## config.mk

```make
export PLATFORM = sky130hd
export DESIGN_NAME = mad_top
export DESIGN_NICKNAME = d
export VERILOG_FILES = /design/src/hdl/mad_pkg.sv /design/src/hdl/mad_smp_if.sv /design/src/hdl/mad_rate_gen.sv /design/src/hdl/mad_axis_cmp.sv /design/src/hdl/mad_top.sv
export SDC_FILE = /design/constraint.sdc
export NUM_CORES = 1
export LEC_CHECK = 0
export BUFFER_PORTS_ARGS = -buffer_cell sky130_fd_sc_hd__buf_2
export CAP_MARGIN = 20
export CORE_MARGIN = 8
export CORE_UTILIZATION = 45
export DETAILED_ROUTE_END_ITERATION = 16
export SETUP_SLACK_MARGIN = 0.4
export SLEW_MARGIN = 40
export SYNTH_ARGS = -nofsm -noshare
export SYNTH_HDL_FRONTEND = slang
export SYNTH_SLANG_ARGS = --single-unit
```

## constraint.sdc

```tcl
create_clock -name i_clk_sys -period 8.3 [get_ports i_clk_sys]
set_clock_uncertainty 0.05 [all_clocks]
set_input_delay 0.415 -clock i_clk_sys [delete_from_list [all_inputs] [get_ports i_clk_sys]]
set_output_delay 0.415 -clock i_clk_sys [all_outputs]
set_load 0.005 [all_outputs]
```

## src/hdl/mad_pkg.sv

```systemverilog
/*
  Shared constants and types of the motion activity detector: clock and
  sample rates, register offsets, field positions and reset values.
  Assumes a 40 MHz system clock and a 32-bit classic Wishbone slave.
*/
`default_nettype none

package mad_pkg;

  // Clock and sample rates
  localparam int CLK_HZ = 40_000_000;
  localparam int ODR_MAX_HZ = 400;
  localparam int WAKE_HZ = 6;
  localparam int DIV_ODR_MAX = CLK_HZ / ODR_MAX_HZ;
  localparam int DIV_WAKE = CLK_HZ / WAKE_HZ;
  // Rate code 0 is 400 Hz halved five times, 12.5 Hz
  localparam int ODR_STEPS = 5;
  localparam int DIVW = 24;

  // Sample width
  localparam int SW = 12;

  typedef enum logic [1:0] {MAD_STANDBY, MAD_MEASURE, MAD_WAKEUP} mad_mode_e;
  typedef enum logic [1:0] {MAD_LINK_DEFAULT, MAD_LINK_LINKED, MAD_LINK_LOOP}
    mad_link_e;

  // Register offsets (byte addresses)
  localparam logic [7:0] ADR_CTRL = 8'h00;
  localparam logic [7:0] ADR_ACT_THR = 8'h04;
  localparam logic [7:0] ADR_ACT_TIME = 8'h08;
  localparam logic [7:0] ADR_INACT_THR = 8'h0C;
  localparam logic [7:0] ADR_INACT_TIME = 8'h10;
  localparam logic [7:0] ADR_STATUS = 8'h14;
  localparam logic [7:0] ADR_DATA_X = 8'h18;
  localparam logic [7:0] ADR_DATA_Y = 8'h1C;
  localparam logic [7:0] ADR_DATA_Z = 8'h20;

  // Control register fields
  localparam int CTRL_MODE = 0;
  localparam int CTRL_NOISE = 2;
  localparam int CTRL_RANGE = 4;
  localparam int CTRL_ODR = 6;
  localparam int CTRL_ACT_EN = 9;
  localparam int CTRL_ACT_REF = 10;
  localparam int CTRL_INACT_EN = 11;
  localparam int CTRL_INACT_REF = 12;
  localparam int CTRL_LINK = 13;
  localparam int CTRL_AUTOSLEEP = 15;
  localparam int CTRL_ACT_INT = 16;
  localparam int CTRL_INACT_INT = 17;

  // Status register fields
  localparam int STAT_ACT = 0;
  localparam int STAT_INACT = 1;
  localparam int STAT_AWAKE = 2;
  localparam int STAT_DRDY = 3;

  // Values after reset, and the last valid rate code
  localparam logic [2:0] ODR_RST = 3'h3;
  localparam logic [2:0] ODR_LAST = 3'h5;
  localparam logic [7:0] ACT_TIME_RST = 8'h00;
  localparam logic [15:0] INACT_TIME_RST = 16'h0000;

endpackage

`default_nettype wire

```

## src/hdl/mad_smp_if.sv

```systemverilog
/*
  Carrier for one three-axis acceleration sample inside the detector.
  Assumes the top module drives it and the comparators only read it.
*/
`default_nettype none

interface mad_smp_if;
  logic valid;
  logic signed [mad_pkg::SW-1:0] x;
  logic signed [mad_pkg::SW-1:0] y;
  logic signed [mad_pkg::SW-1:0] z;
  modport src (output valid, x, y, z);
  modport dst (input valid, x, y, z);
endinterface

`default_nettype wire

```

## src/hdl/mad_rate_gen.sv

```systemverilog
/*
  Sample request generator: one strobe per output sample period.
  Assumes the caller only presents rate codes up to 5.
*/
`default_nettype none

module mad_rate_gen #(
  parameter int P_DIV_ODR_MAX = mad_pkg::DIV_ODR_MAX,
  parameter int P_DIV_WAKE = mad_pkg::DIV_WAKE
) (
  // Clock and reset
  input wire logic i_clk_sys,
  input wire logic i_rst,
  // Mode and rate
  input wire mad_pkg::mad_mode_e i_mode,
  input wire logic [2:0] i_odr,
  // Sample request strobe
  output logic o_tick
);
  localparam int W = mad_pkg::DIVW;

  typedef struct packed {
    logic [W-1:0] cnt;
    mad_pkg::mad_mode_e mode;
    logic [2:0] odr;
    logic tick;
  } mad_rg_s;

  mad_rg_s s;
  mad_rg_s next_s;
  logic [W-1:0] last;

  always_comb
  begin
    if (i_mode == mad_pkg::MAD_WAKEUP)
      last = W'(P_DIV_WAKE - 1);
    else
      last = W'((P_DIV_ODR_MAX << (mad_pkg::ODR_STEPS - int'(i_odr))) - 1);
    next_s = s;
    next_s.mode = i_mode;
    next_s.odr = i_odr;
    next_s.tick = 1'b0;
    // A rate or mode change restarts the period so no short one slips out
    if (i_mode == mad_pkg::MAD_STANDBY || i_mode != s.mode || i_odr != s.odr)
      next_s.cnt = '0;
    else if (s.cnt >= last)
    begin
      next_s.cnt = '0;
      next_s.tick = 1'b1;
    end
    else
      next_s.cnt = s.cnt + 1'b1;
  end

  always_ff @(posedge i_clk_sys)
  begin
    if (i_rst)
      s <= '0;
    else
      s <= next_s;
  end

  assign o_tick = s.tick;
endmodule

`default_nettype wire

```

## src/hdl/mad_axis_cmp.sv

```systemverilog
/*
  Three-axis threshold comparator, absolute or against a reference.
  Assumes a sample arrives on the carrier; purely combinational.
*/
`default_nettype none

module mad_axis_cmp (
  // Sample
  mad_smp_if.dst smp,
  // Reference and threshold
  input wire logic i_use_ref,
  input wire logic signed [mad_pkg::SW-1:0] i_ref_x,
  input wire logic signed [mad_pkg::SW-1:0] i_ref_y,
  input wire logic signed [mad_pkg::SW-1:0] i_ref_z,
  input wire logic [mad_pkg::SW-1:0] i_thr,
  // Results, valid with the sample
  output logic o_over_any,
  output logic o_within_all
);
  localparam int W = mad_pkg::SW + 1;

  function automatic logic [W-1:0] mag(
    input logic signed [W-2:0] a,
    input logic signed [W-2:0] r,
    input logic use_ref
  );
    logic signed [W-1:0] d;
    d = use_ref ? W'(a) - W'(r) : W'(a);
    mag = d[W-1] ? W'(-d) : d;
  endfunction

  logic [W-1:0] mx;
  logic [W-1:0] my;
  logic [W-1:0] mz;
  logic [W-1:0] thr;

  always_comb
  begin
    mx = mag(smp.x, i_ref_x, i_use_ref);
    my = mag(smp.y, i_ref_y, i_use_ref);
    mz = mag(smp.z, i_ref_z, i_use_ref);
    thr = {1'b0, i_thr};
    o_over_any = smp.valid && (mx > thr || my > thr || mz > thr);
    o_within_all = smp.valid && mx <= thr && my <= thr && mz <= thr;
  end
endmodule

`default_nettype wire

```

## src/hdl/mad_top.sv

```systemverilog
/*
  Motion activity detector: operating modes, noise and range selection,
  activity and inactivity detection, awake state and Wishbone registers.
  Assumes the sensor front end answers each sample request with one
  valid sample a few clocks later and applies noise mode and range itself.
*/
`default_nettype none

// What this block does
// - Three operating modes, standby, measurement and wake-up, chosen by the host.
// - Standby stops sampling and processing; pending data and flags are kept.
// - Reset leaves the block in standby with all sensing functions off.
// - Measurement samples continuously at 12.5 Hz to 400 Hz, all features on.
// - Wake-up mode samples six times per second.
// - Wake-up keeps all features but the activity timer; data stays readable.
// - Samples are 12 bits; range is selectable among 2, 4 and 8 g.
// - Normal, low noise and ultralow noise modes are selectable.
// - Each event sets a status flag and may raise the interrupt.
// - An awake flag tells moving from stationary.
// - Detection works in measurement and wake-up modes.
// - Activity needs the threshold exceeded for the whole activity time.
// - Absolute activity compares raw samples, gravity included.
// - Referenced activity takes the first engaged sample as reference.
// - Inactivity needs samples under threshold for the whole inactivity time.
// - Absolute inactivity compares raw samples throughout the inactivity time.
// - Referenced inactivity references the first sample after becoming awake.
// - A sample outside the band becomes the new reference; count restarts.
// - Staying inside the band long enough makes the block asleep.
// - Linked mode arms one detector at a time, after the host clears flags.
// - Loop mode alternates detectors without waiting for the host.
// - Autosleep, in linked or loop mode only, switches to wake-up on inactivity, measurement on activity.
module mad_top #(
  parameter int P_DIV_ODR_MAX = mad_pkg::DIV_ODR_MAX,
  parameter int P_DIV_WAKE = mad_pkg::DIV_WAKE
) (
  // Clock and reset
  input wire logic i_clk_sys,
  input wire logic i_rst,
  // Wishbone slave
  input wire logic i_wb_cyc,
  input wire logic i_wb_stb,
  input wire logic i_wb_we,
  input wire logic [7:0] i_wb_adr,
  input wire logic [3:0] i_wb_sel,
  input wire logic [31:0] i_wb_dat,
  output logic [31:0] o_wb_dat,
  output logic o_wb_ack,
  // Sensor front end
  output logic o_smp_req,
  input wire logic i_smp_valid,
  input wire logic signed [mad_pkg::SW-1:0] i_smp_x,
  input wire logic signed [mad_pkg::SW-1:0] i_smp_y,
  input wire logic signed [mad_pkg::SW-1:0] i_smp_z,
  output logic [1:0] o_noise_mode,
  output logic [1:0] o_range,
  // Status outputs
  output logic o_awake,
  output logic o_int
);
  localparam int SW = mad_pkg::SW;

  typedef struct packed {
    mad_pkg::mad_mode_e mode;
    logic [1:0] noise;
    logic [1:0] range;
    logic [2:0] odr;
    logic act_en;
    logic act_ref;
    logic inact_en;
    logic inact_ref;
    mad_pkg::mad_link_e link;
    logic autosleep;
    logic act_int;
    logic inact_int;
    logic [SW-1:0] act_thr;
    logic [7:0] act_time;
    logic [SW-1:0] inact_thr;
    logic [15:0] inact_time;
    logic st_act;
    logic st_inact;
    logic awake;
    logic drdy;
    logic [3*SW-1:0] data;
    logic [3*SW-1:0] aref;
    logic aref_ok;
    logic [3*SW-1:0] iref;
    logic iref_ok;
    logic [7:0] act_cnt;
    logic [15:0] inact_cnt;
    logic ack;
    logic [31:0] rdat;
    logic irq;
  } mad_top_s;

  function automatic logic [31:0] wmerge(
    input logic [31:0] old,
    input logic [31:0] wd,
    input logic [3:0] sel
  );
    for (int b = 0; b < 4; b++)
      wmerge[8*b +: 8] = sel[b] ? wd[8*b +: 8] : old[8*b +: 8];
  endfunction

  function automatic logic [31:0] sext(input logic [SW-1:0] v);
    sext = {{(32-SW){v[SW-1]}}, v};
  endfunction

  mad_top_s s;
  mad_top_s next_s;
  logic tick;
  logic take;
  logic act_over;
  logic inact_in;
  logic act_armed;
  logic inact_armed;
  logic wb_req;
  logic [31:0] ctrl_rd;
  logic [31:0] wv;
  logic [7:0] act_need;
  logic [15:0] inact_need;
  logic link_on;

  mad_smp_if smp ();

  // Standby samples are dropped so that pending results stay as they are
  assign take = i_smp_valid && s.mode != mad_pkg::MAD_STANDBY;
  assign smp.valid = take;
  assign smp.x = i_smp_x;
  assign smp.y = i_smp_y;
  assign smp.z = i_smp_z;

  mad_rate_gen #(
    .P_DIV_ODR_MAX(P_DIV_ODR_MAX),
    .P_DIV_WAKE(P_DIV_WAKE)
  ) u_rate (
    .i_clk_sys(i_clk_sys),
    .i_rst(i_rst),
    .i_mode(s.mode),
    .i_odr(s.odr),
    .o_tick(tick)
  );

  mad_axis_cmp u_act_cmp (
    .smp(smp),
    .i_use_ref(s.act_ref),
    .i_ref_x(s.aref[SW-1:0]),
    .i_ref_y(s.aref[2*SW-1:SW]),
    .i_ref_z(s.aref[3*SW-1:2*SW]),
    .i_thr(s.act_thr),
    .o_over_any(act_over),
    .o_within_all()
  );

  mad_axis_cmp u_inact_cmp (
    .smp(smp),
    .i_use_ref(s.inact_ref),
    .i_ref_x(s.iref[SW-1:0]),
    .i_ref_y(s.iref[2*SW-1:SW]),
    .i_ref_z(s.iref[3*SW-1:2*SW]),
    .i_thr(s.inact_thr),
    .o_over_any(),
    .o_within_all(inact_in)
  );

  always_comb
  begin
    link_on = s.link != mad_pkg::MAD_LINK_DEFAULT;
    // Linked mode waits for the host to clear the last event's flag
    act_armed = s.act_en && (!link_on || (!s.awake &&
      (s.link == mad_pkg::MAD_LINK_LOOP || !s.st_inact)));
    inact_armed = s.inact_en && (!link_on || (s.awake &&
      (s.link == mad_pkg::MAD_LINK_LOOP || !s.st_act)));
    // No activity timer in wake-up: a single sample decides
    if (s.mode == mad_pkg::MAD_WAKEUP || s.act_time == '0)
      act_need = 8'h01;
    else
      act_need = s.act_time;
    inact_need = (s.inact_time == '0) ? 16'h0001 : s.inact_time;
    wb_req = i_wb_cyc && i_wb_stb && !s.ack;
    ctrl_rd = '0;
    ctrl_rd[mad_pkg::CTRL_MODE +: 2] = s.mode;
    ctrl_rd[mad_pkg::CTRL_NOISE +: 2] = s.noise;
    ctrl_rd[mad_pkg::CTRL_RANGE +: 2] = s.range;
    ctrl_rd[mad_pkg::CTRL_ODR +: 3] = s.odr;
    ctrl_rd[mad_pkg::CTRL_ACT_EN] = s.act_en;
    ctrl_rd[mad_pkg::CTRL_ACT_REF] = s.act_ref;
    ctrl_rd[mad_pkg::CTRL_INACT_EN] = s.inact_en;
    ctrl_rd[mad_pkg::CTRL_INACT_REF] = s.inact_ref;
    ctrl_rd[mad_pkg::CTRL_LINK +: 2] = s.link;
    ctrl_rd[mad_pkg::CTRL_AUTOSLEEP] = s.autosleep;
    ctrl_rd[mad_pkg::CTRL_ACT_INT] = s.act_int;
    ctrl_rd[mad_pkg::CTRL_INACT_INT] = s.inact_int;
    wv = '0;

    next_s = s;
    next_s.ack = wb_req;
    next_s.rdat = '0;

    // Register reads
    if (wb_req && !i_wb_we)
    begin
      unique case (i_wb_adr)
        mad_pkg::ADR_CTRL: next_s.rdat = ctrl_rd;
        mad_pkg::ADR_ACT_THR: next_s.rdat = 32'(s.act_thr);
        mad_pkg::ADR_ACT_TIME: next_s.rdat = 32'(s.act_time);
        mad_pkg::ADR_INACT_THR: next_s.rdat = 32'(s.inact_thr);
        mad_pkg::ADR_INACT_TIME: next_s.rdat = 32'(s.inact_time);
        mad_pkg::ADR_STATUS:
          next_s.rdat = 32'({s.drdy, s.awake, s.st_inact, s.st_act});
        mad_pkg::ADR_DATA_X: next_s.rdat = sext(s.data[SW-1:0]);
        mad_pkg::ADR_DATA_Y: next_s.rdat = sext(s.data[2*SW-1:SW]);
        mad_pkg::ADR_DATA_Z: next_s.rdat = sext(s.data[3*SW-1:2*SW]);
        default: next_s.rdat = '0;
      endcase
    end

    // Register writes; reserved codes leave the field as it was
    if (wb_req && i_wb_we)
    begin
      unique case (i_wb_adr)
        mad_pkg::ADR_CTRL:
        begin
          wv = wmerge(ctrl_rd, i_wb_dat, i_wb_sel);
          if (wv[mad_pkg::CTRL_MODE +: 2] != 2'h3)
            next_s.mode = mad_pkg::mad_mode_e'(wv[mad_pkg::CTRL_MODE +: 2]);
          if (wv[mad_pkg::CTRL_NOISE +: 2] != 2'h3)
            next_s.noise = wv[mad_pkg::CTRL_NOISE +: 2];
          if (wv[mad_pkg::CTRL_RANGE +: 2] != 2'h3)
            next_s.range = wv[mad_pkg::CTRL_RANGE +: 2];
          if (wv[mad_pkg::CTRL_ODR +: 3] <= mad_pkg::ODR_LAST)
            next_s.odr = wv[mad_pkg::CTRL_ODR +: 3];
          next_s.act_en = wv[mad_pkg::CTRL_ACT_EN];
          next_s.act_ref = wv[mad_pkg::CTRL_ACT_REF];
          next_s.inact_en = wv[mad_pkg::CTRL_INACT_EN];
          next_s.inact_ref = wv[mad_pkg::CTRL_INACT_REF];
          if (wv[mad_pkg::CTRL_LINK +: 2] != 2'h3)
            next_s.link = mad_pkg::mad_link_e'(wv[mad_pkg::CTRL_LINK +: 2]);
          next_s.autosleep = wv[mad_pkg::CTRL_AUTOSLEEP];
          next_s.act_int = wv[mad_pkg::CTRL_ACT_INT];
          next_s.inact_int = wv[mad_pkg::CTRL_INACT_INT];
        end
        mad_pkg::ADR_ACT_THR:
        begin
          wv = wmerge(32'(s.act_thr), i_wb_dat, i_wb_sel);
          next_s.act_thr = wv[SW-1:0];
        end
        mad_pkg::ADR_ACT_TIME:
        begin
          wv = wmerge(32'(s.act_time), i_wb_dat, i_wb_sel);
          next_s.act_time = wv[7:0];
        end
        mad_pkg::ADR_INACT_THR:
        begin
          wv = wmerge(32'(s.inact_thr), i_wb_dat, i_wb_sel);
          next_s.inact_thr = wv[SW-1:0];
        end
        mad_pkg::ADR_INACT_TIME:
        begin
          wv = wmerge(32'(s.inact_time), i_wb_dat, i_wb_sel);
          next_s.inact_time = wv[15:0];
        end
        mad_pkg::ADR_STATUS:
        begin
          // Write one to clear; events below override in the same cycle
          wv = wmerge(32'h0000_0000, i_wb_dat, i_wb_sel);
          if (wv[mad_pkg::STAT_ACT])
            next_s.st_act = 1'b0;
          if (wv[mad_pkg::STAT_INACT])
            next_s.st_inact = 1'b0;
          if (wv[mad_pkg::STAT_DRDY])
            next_s.drdy = 1'b0;
        end
        default: wv = '0;
      endcase
    end

    // Sample capture, in measurement and wake-up alike
    if (take)
    begin
      next_s.data = {i_smp_z, i_smp_y, i_smp_x};
      next_s.drdy = 1'b1;
    end

    // Inactivity detector
    if (!inact_armed)
    begin
      next_s.iref_ok = 1'b0;
      next_s.inact_cnt = '0;
    end
    else if (take)
    begin
      if (s.inact_ref && !s.iref_ok)
      begin
        next_s.iref = {i_smp_z, i_smp_y, i_smp_x};
        next_s.iref_ok = 1'b1;
        next_s.inact_cnt = '0;
      end
      else if (!inact_in)
      begin
        next_s.inact_cnt = '0;
        if (s.inact_ref)
          next_s.iref = {i_smp_z, i_smp_y, i_smp_x};
      end
      else if (s.inact_cnt + 16'h0001 >= inact_need)
      begin
        next_s.inact_cnt = '0;
        next_s.st_inact = 1'b1;
        next_s.awake = 1'b0;
        next_s.iref_ok = 1'b0;
        if (link_on && s.autosleep)
          next_s.mode = mad_pkg::MAD_WAKEUP;
      end
      else
        next_s.inact_cnt = s.inact_cnt + 16'h0001;
    end

    // Activity detector; on a shared sample activity has the last word
    if (!act_armed)
    begin
      next_s.aref_ok = 1'b0;
      next_s.act_cnt = '0;
    end
    else if (take)
    begin
      if (s.act_ref && !s.aref_ok)
      begin
        next_s.aref = {i_smp_z, i_smp_y, i_smp_x};
        next_s.aref_ok = 1'b1;
        next_s.act_cnt = '0;
      end
      else if (!act_over)
        next_s.act_cnt = '0;
      else if (s.act_cnt + 8'h01 >= act_need)
      begin
        next_s.act_cnt = '0;
        next_s.st_act = 1'b1;
        next_s.awake = 1'b1;
        next_s.aref_ok = 1'b0;
        // Becoming awake forces a fresh inactivity reference
        next_s.iref_ok = 1'b0;
        next_s.inact_cnt = '0;
        if (link_on && s.autosleep)
          next_s.mode = mad_pkg::MAD_MEASURE;
      end
      else
        next_s.act_cnt = s.act_cnt + 8'h01;
    end

    next_s.irq = (next_s.st_act && next_s.act_int) ||
      (next_s.st_inact && next_s.inact_int);
  end

  always_ff @(posedge i_clk_sys)
  begin
    if (i_rst)
    begin
      s <= '0;
      s.odr <= mad_pkg::ODR_RST;
      s.act_time <= mad_pkg::ACT_TIME_RST;
      s.inact_time <= mad_pkg::INACT_TIME_RST;
    end
    else
      s <= next_s;
  end

  // Rate generator issues requests only outside standby
  assign o_smp_req = tick;
  assign o_wb_dat = s.rdat;
  assign o_wb_ack = s.ack;
  assign o_noise_mode = s.noise;
  assign o_range = s.range;
  assign o_awake = s.awake;
  assign o_int = s.irq;
endmodule

`default_nettype wire

```

==> results of run 1 <==
==> cells in the final DEF (no fill, tap or decap), types with 32 or more instances in the layout <==
| master | instances |
|---|---|
| nand3_1 | 56 |
| nor3_1 | 46 |
| o21ai_0 | 67 |
| inv_1 | 146 |
| a21oi_1 | 231 |
| nand2_1 | 375 |
| nand2b_1 | 32 |
| nor2b_1 | 47 |
| a211oi_1 | 33 |
| mux2i_1 | 98 |
| xor2_1 | 48 |
| buf_2 | 109 |
| o211ai_1 | 35 |
| xnor2_1 | 77 |
| and3_1 | 37 |
| nor2_1 | 222 |
| ha_1 | 204 |
| a21o_1 | 65 |
| dfxtp_1 | 253 |
==> area by class of cell <==
type | count | share of cell area (%)
inverter | 149 | 2.564
multi-input combinational | 2040 | 62.43
tap | 592 | 3.396
sequential | 255 | 23.42
clock buffer | 39 | 3.970
clock inverter | 16 | 0.9294
timing repair buffer | 131 | 3.287
==> state kept, by name (all words and copies together) (netlist names) <==
name	count
o_awake	1
o_int	1
o_range	2
u_rate.o_tick	1
o_noise_mode	2
o_wb_ack	1
s	185
u_rate.s	29
ctrl_rd	14
o_wb_dat	19
==> worst max path at each step <==
stage                                  start            endpoint  slack (ns)
floorplan           ctrl_rd[12]$_SDFFE_PP0P_  s[65]$_SDFFE_PP0P_        3.11
global placement                  i_smp_z[0]  s[62]$_SDFFE_PP0P_        2.01
detailed placement                i_smp_z[0]  s[93]$_SDFFE_PP0P_        1.92
CTS                 ctrl_rd[12]$_SDFFE_PP0P_  s[93]$_SDFFE_PP0P_        2.10
global route        ctrl_rd[12]$_SDFFE_PP0P_  s[91]$_SDFFE_PP0P_        1.76
finish              ctrl_rd[12]$_SDFFE_PP0P_  s[80]$_SDFFE_PP0P_        2.10
==> worst min-delay path: cells and delay by family <==
kind                   cells  cell delay, ns
buffers and inverters      1            0.11
AO/OA/AOI/OAI              1            0.06
AND/OR/NAND/NOR            1            0.06
==> cell families after synthesis <==
| family | Yosys count | synth area share [%] |
|---|---|---|
| flops | 255 | 25.61 |
| mux | 104 | 5.335 |
| compound gates | 643 | 21.22 |
| xor+xnor | 125 | 5.492 |
| fa+ha+maj | 210 | 13.41 |
| simple gates | 958 | 22.53 |
| buf+inv | 295 | 6.409 |
==> per-layer routing <==
metal / routed length [µm] / vias to the layer above / share of wire [%]
met5: 0 / - / 0
met4: 1773 / 0 / 2.9
met3: 3697 / 97 / 6.0
met2: 28160 / 536 / 46
met1: 27750 / 8795 / 45
li1: - / 9213 / -
==> stage by stage <==
step / setup WS (ns) / utilization (%)
after floorplan: 3.107 / -
after global placement: 2.015 / 47.10
after detailed placement: 1.915 / 47.15
after CTS: 2.096 / 49.61
after global routing: 1.755 / 49.64
final: 2.099 / 49.64
==> power breakdown <==
group | internal [W] | total, W | switching [W]
clock | 0.000859 | 0.00144 | 0.000579
sequential | 0.00122 | 0.00123 | 0.000000420
combinational | 0.000161 | 0.000419 | 0.000258
total | 0.00224 | 0.00308 | 0.000838
==> repair_timing <==
item | in CTS | in global routing
setup buffers | 0 | 0
endpoints found under the hold margin | 1 | 0
hold buffers | 1 | 0
==> flow_summary.ini, run 1 <==
[outcome]
status = finished, final reports clean

[placed_design]
dp_cells = 3166
gp_congestion = 0.8948
dpl_cell_area_mm2 = 0.02071
hpwl_mm = 45.43
numPortBuffers = 110

[synthesis]
ys_seq_area_share_pct = 25.61
synth_top_cell_area_share_pct = 25.61
yosys.area.top_type = dfxtp_1
synth_nets = 2886
synth_area_mm2 = 0.01993
netlist-cell-type-count = 89
synth_edf_count = 0
netlist_instances = 2590
synthTopCellsByArea = dfxtp_1 26%, ha_1 13%, nand2_1 7.1%, a21oi_1 5.8%, mux2i_1 4.9%
dominantRegCellSynth = dfxtp_1
synth_commonest_cells = 375 x nand2_1, 255 x dfxtp_1, 232 x a21oi_1
yosysMostFrequentCell = nand2_1
avgSynthCellArea_um2 = 7.697
synth-async-reset-ratio_pct = 0
ys_seq_elements = 255
yosysWarnings = 0

[routing]
routed_via_density = 5.786
wire_per_inst_um = 19.05
route.detailed.drc = 0
vias = 18640
first_pass_iters = 6
drt_first_iter_violations = 1218
wl_mm = 61.38
ant_nets = 0

[cells_and_area]
area_growth_pct = 9.409
fill_cells = 4368
final_layout_size_suffix_gt1_share_pct = 8.935
layoutNonFillerInstCount = 3222
multi_input_area_mm2 = 0.01362
design_area_mm2 = 0.02181
regArea_mm2 = 0.005107
fin_nets = 2904
n_antenna_cell = 0

[cts]
cts_tree = yes
clk_latency_ns = 0.60
htree_num_levels = 1
clockBufferDepth = 3
cts.sinks = 255
numCtsBuffers = 31
root_buffer = clkbuf_16
cts_resized = 0
clk_pin_slew_ns = 0.06

[run]
cap_viol_max_count = 0

[timing]
finalSetupTns_ns = 0
period_minus_slack_ns = 6.201
worst_pin_slew_ns = 0.8770
rsz0062_at_grt = false
hold_viol = 0
maxSlewHeadroom_pct = 41.53
finalCritPeriodShare_pct = 74.71
final-setup-viol-count = 0
max_clock_freq_mhz = 161.3
hold_slack_ns = 0.03663
slew_viol_final = 0

[grt]
grt_max_degree = 84
use_met1_pct = 31.14
grt_util_met3_pct = 2.975
antenna_found_initial = 2
grt.busiest_layer = met2
met2_usage_pct = 38.91
grt_overflow = 0
grt_pass1_vias = 17560
grt_pass1_wl_mm = 96.28
track_usage_pct = 23.25

[floorplanning]
die_area_mm2 = 0.05129
ios = 126
rows = 77
chipHeight_um = 226.5
core_mm2 = 0.04393
die_w_um = 226.5
start_util_pct = 45.37

[power_and_ir_drop]
power.leakage_nw = 8.266
power_w = 0.003082
ir_worst_vdd_v = 0.0001563
powerDensity_mw_per_mm2 = 141.3

[worst_setup_path]
r2r_setup_slack_ns = 2.10
critical_path_required_ns = 8.70
cp_num_cells = 19
reg2reg_from = ctrl_rd[12]$_SDFFE_PP0P_
worstPathMaxFanout = 53
cpPeakStageDelay_ns = 0.65
cp_slowest_cell = dfxtp_2
crit_family = simple AND/OR/NAND/NOR gates
arrival_ns = 6.61
r2r_end = s[80]$_SDFFE_PP0P_
r2r_cells = 19
crit_buf_inv = 3
path_class = reg -> reg
crit_chain = buf_4 > inv_2 > or3_1 > or4_1 > and3_1 > nand2b_1 > o41ai_1 > xnor2_1 > nor2_1 > ha_1 > a2111o_1 > a21oi_1 > a211oi_1 > nor4_1 > o41ai_1 > nor3_2 > a211oi_4 > buf_4 > mux2i_1
start_kind = flip-flop
cp-end-kind = flip-flop

[worst_hold_path]
min_path_type = in -> reg
holdPathEnd = ctrl_rd[15]$_SDFFE_PP0P_
hold_depth = 3
worstHoldStart = i_wb_dat[15]
Note: power is estimated with default switching activity, not from simulation.
==> run 2: changes to the inputs <==
==> constraint.sdc (replaced) <==
create_clock -name i_clk_sys -period 6.4 [get_ports i_clk_sys]
set_clock_uncertainty 0.05 [all_clocks]
set_input_delay 0.32 -clock i_clk_sys [delete_from_list [all_inputs] [get_ports i_clk_sys]]
set_output_delay 0.32 -clock i_clk_sys [all_outputs]
set_load 0.005 [all_outputs]
==> run 2 against run 1 <==
Against the previous run:
- cell area is 1.6% higher
- fmax increased by 14%
- core utilization grew 0.79 points
- worst hold slack got worse by 0.0027 ns
- global-route usage rose by 0.76 points
- critical path depth grew 2
- via count up 0.65%
- clock-buffer cell count increased by 7
- clock power rose by 33%
- sequential power up 29%
- flip-flop and latch count is the same
==> flow_summary.ini, run 2 (synthesized netlist as in run 1, its figures left out) <==
[grt]
grt_pass1_vias = 18050
grt_pass1_wl_mm = 98.10
antenna_found_initial = 2
grt_max_degree = 89
grt_overflow = 0
track_usage_pct = 24.01

[routing]
drt_first_iter_violations = 1480
vias = 18760
ant_nets = 0
route.detailed.drc = 0
wl_mm = 62.72
routed_via_density = 5.748
first_pass_iters = 6
wire_per_inst_um = 19.22

[timing]
finalSetupTns_ns = 0
period_minus_slack_ns = 5.453
final-setup-viol-count = 0
slew_viol_final = 0
hold_viol = 0
maxSlewHeadroom_pct = 47.45
setup_ws_ns = 0.9473
rsz0062_at_grt = false
finalCritPeriodShare_pct = 85.20
worst_pin_slew_ns = 0.7883
max_clock_freq_mhz = 183.4

[floorplanning]
die_area_mm2 = 0.05129
ios = 126
chipHeight_um = 226.5
core_mm2 = 0.04393
die_w_um = 226.5
rows = 77
start_util_pct = 45.37

[cells_and_area]
area_growth_pct = 11.16
largest_reg_flops = 185
post-route-util_pct = 50.44
fin_nets = 2942
fill_cells = 4313
layout_common_cells = 375 x nand2_1, 253 x dfxtp_1, 231 x a21oi_1
layout_commonest_cell = nand2_1
final_layout_size_suffix_gt1_share_pct = 10.11
largest-register = s

[worst_hold_path]
worstHoldStart = i_wb_dat[11]
min_path_type = in -> reg

[worst_setup_path]
worstPathMaxFanout = 17
critical_path_required_ns = 6.80
reg2reg_from = s[108]$_SDFFE_PP0P_
start_kind = flip-flop
startpoint = s[108]$_SDFFE_PP0P_
path_class = reg -> reg
cp-end-kind = flip-flop
arrival_ns = 5.85

[placed_design]
numPortBuffers = 110
gp_congestion = 0.9056
dp_slack_ns = 0.5088
hpwl_mm = 46.87

[cts]
clockBufferDepth = 3
cts.sinks = 255
numCtsBuffers = 34
clk_latency_ns = 0.54
clk_pin_slew_ns = 0.06
cts_tree = yes
root_buffer = clkbuf_16
htree_num_levels = 2

[power_and_ir_drop]
powerDensity_mw_per_mm2 = 183.0
power.leakage_nw = 8.460
ir_worst_vdd_v = 0.0001770

[run]
cap_viol_max_count = 0

[outcome]
status = finished, final reports clean
-- run 2: final timing paths --
check / endpoint / slack (ns) / cells past startpoint
max: s[58]$_SDFF_PP0_ / 0.95 / 21
min reg2reg: s[131]$_SDFFE_PP0P_ / 0.40 / 2
max reg2reg: s[58]$_SDFF_PP0_ / 0.95 / 21
min: ctrl_rd[11]$_SDFFE_PP0P_ / 0.03 / 3
-- run 2: repair_timing --
item | 4_1_cts | 5_1_grt
hold endpoints to repair | 7 | 0
setup endpoints to repair | 0 | 39
buffers inserted | 0 | 1
gates resized for setup | 0 | 1
hold buffers | 6 | 0
-- run 2: metal layers --
metal / up-vias / track usage, % / share of wire (%)
li1: 9288 / - / -
met1: 8814 / 30.67 / 43
met2: 545 / 40.04 / 46
met3: 114 / 4.281 / 7.2
met4: 2 / 8.956 / 3.4
met5: - / 0 / 0.016
-- run 2: through the flow --
stage / total power [W] / hold slack [ns] / cells / cell area [µm²]
2_1_floorplan: 0.001998 / 0.3763 / 2590 / 19930
3_3_place_gp: 0.002158 / 0.3876 / 3195 / 20940
3_5_place_dp: 0.002173 / 0.3941 / 3195 / 20950
4_1_cts: 0.004094 / 0.004892 / 3262 / 22130
5_1_grt: 0.004226 / 0.04311 / 3263 / 22160
6_report: 0.004054 / 0.03393 / 3264 / 22160
-- run 2: area by class of cell --
cell class	count	area [µm²]	share of cell area, %
multi-input cells	2040	13620	61.46
flip-flops and latches	255	5107	23.05
repair buffers	166	1005	4.534
clock buffers	46	987.2	4.455
well taps	592	740.7	3.343
inverters	149	559.3	2.524
clock inverters	15	137.6	0.6211
diodes	1	2.502	0.01129
-- run 2: report_power, final --
part | switching [W] | total [W] | internal (W)
registers | 0.000000535 | 0.00159 | 0.00159
clock network | 0.000774 | 0.00191 | 0.00113
logic | 0.000339 | 0.000560 | 0.000221
-- run 2: critical path, cell delays in order (launching register included) --
cell and delay (ns):
dfxtp_1 0.33, ha_1 0.19, inv_1 0.08, fa_1 0.41, a21o_1 0.20, a221oi_2 0.44
xnor2_1 0.11, mux2i_1 0.28, nand3_1 0.17, nor3_1 0.24, a21oi_1 0.12, xnor2_1 0.22
ha_1 0.30, a2111oi_0 0.47, o21ai_0 0.16, nor2_1 0.12, a211o_1 0.22, o211ai_1 0.17
nor4_4 0.50, o41ai_4 0.13, buf_4 0.23, a221oi_1 0.22
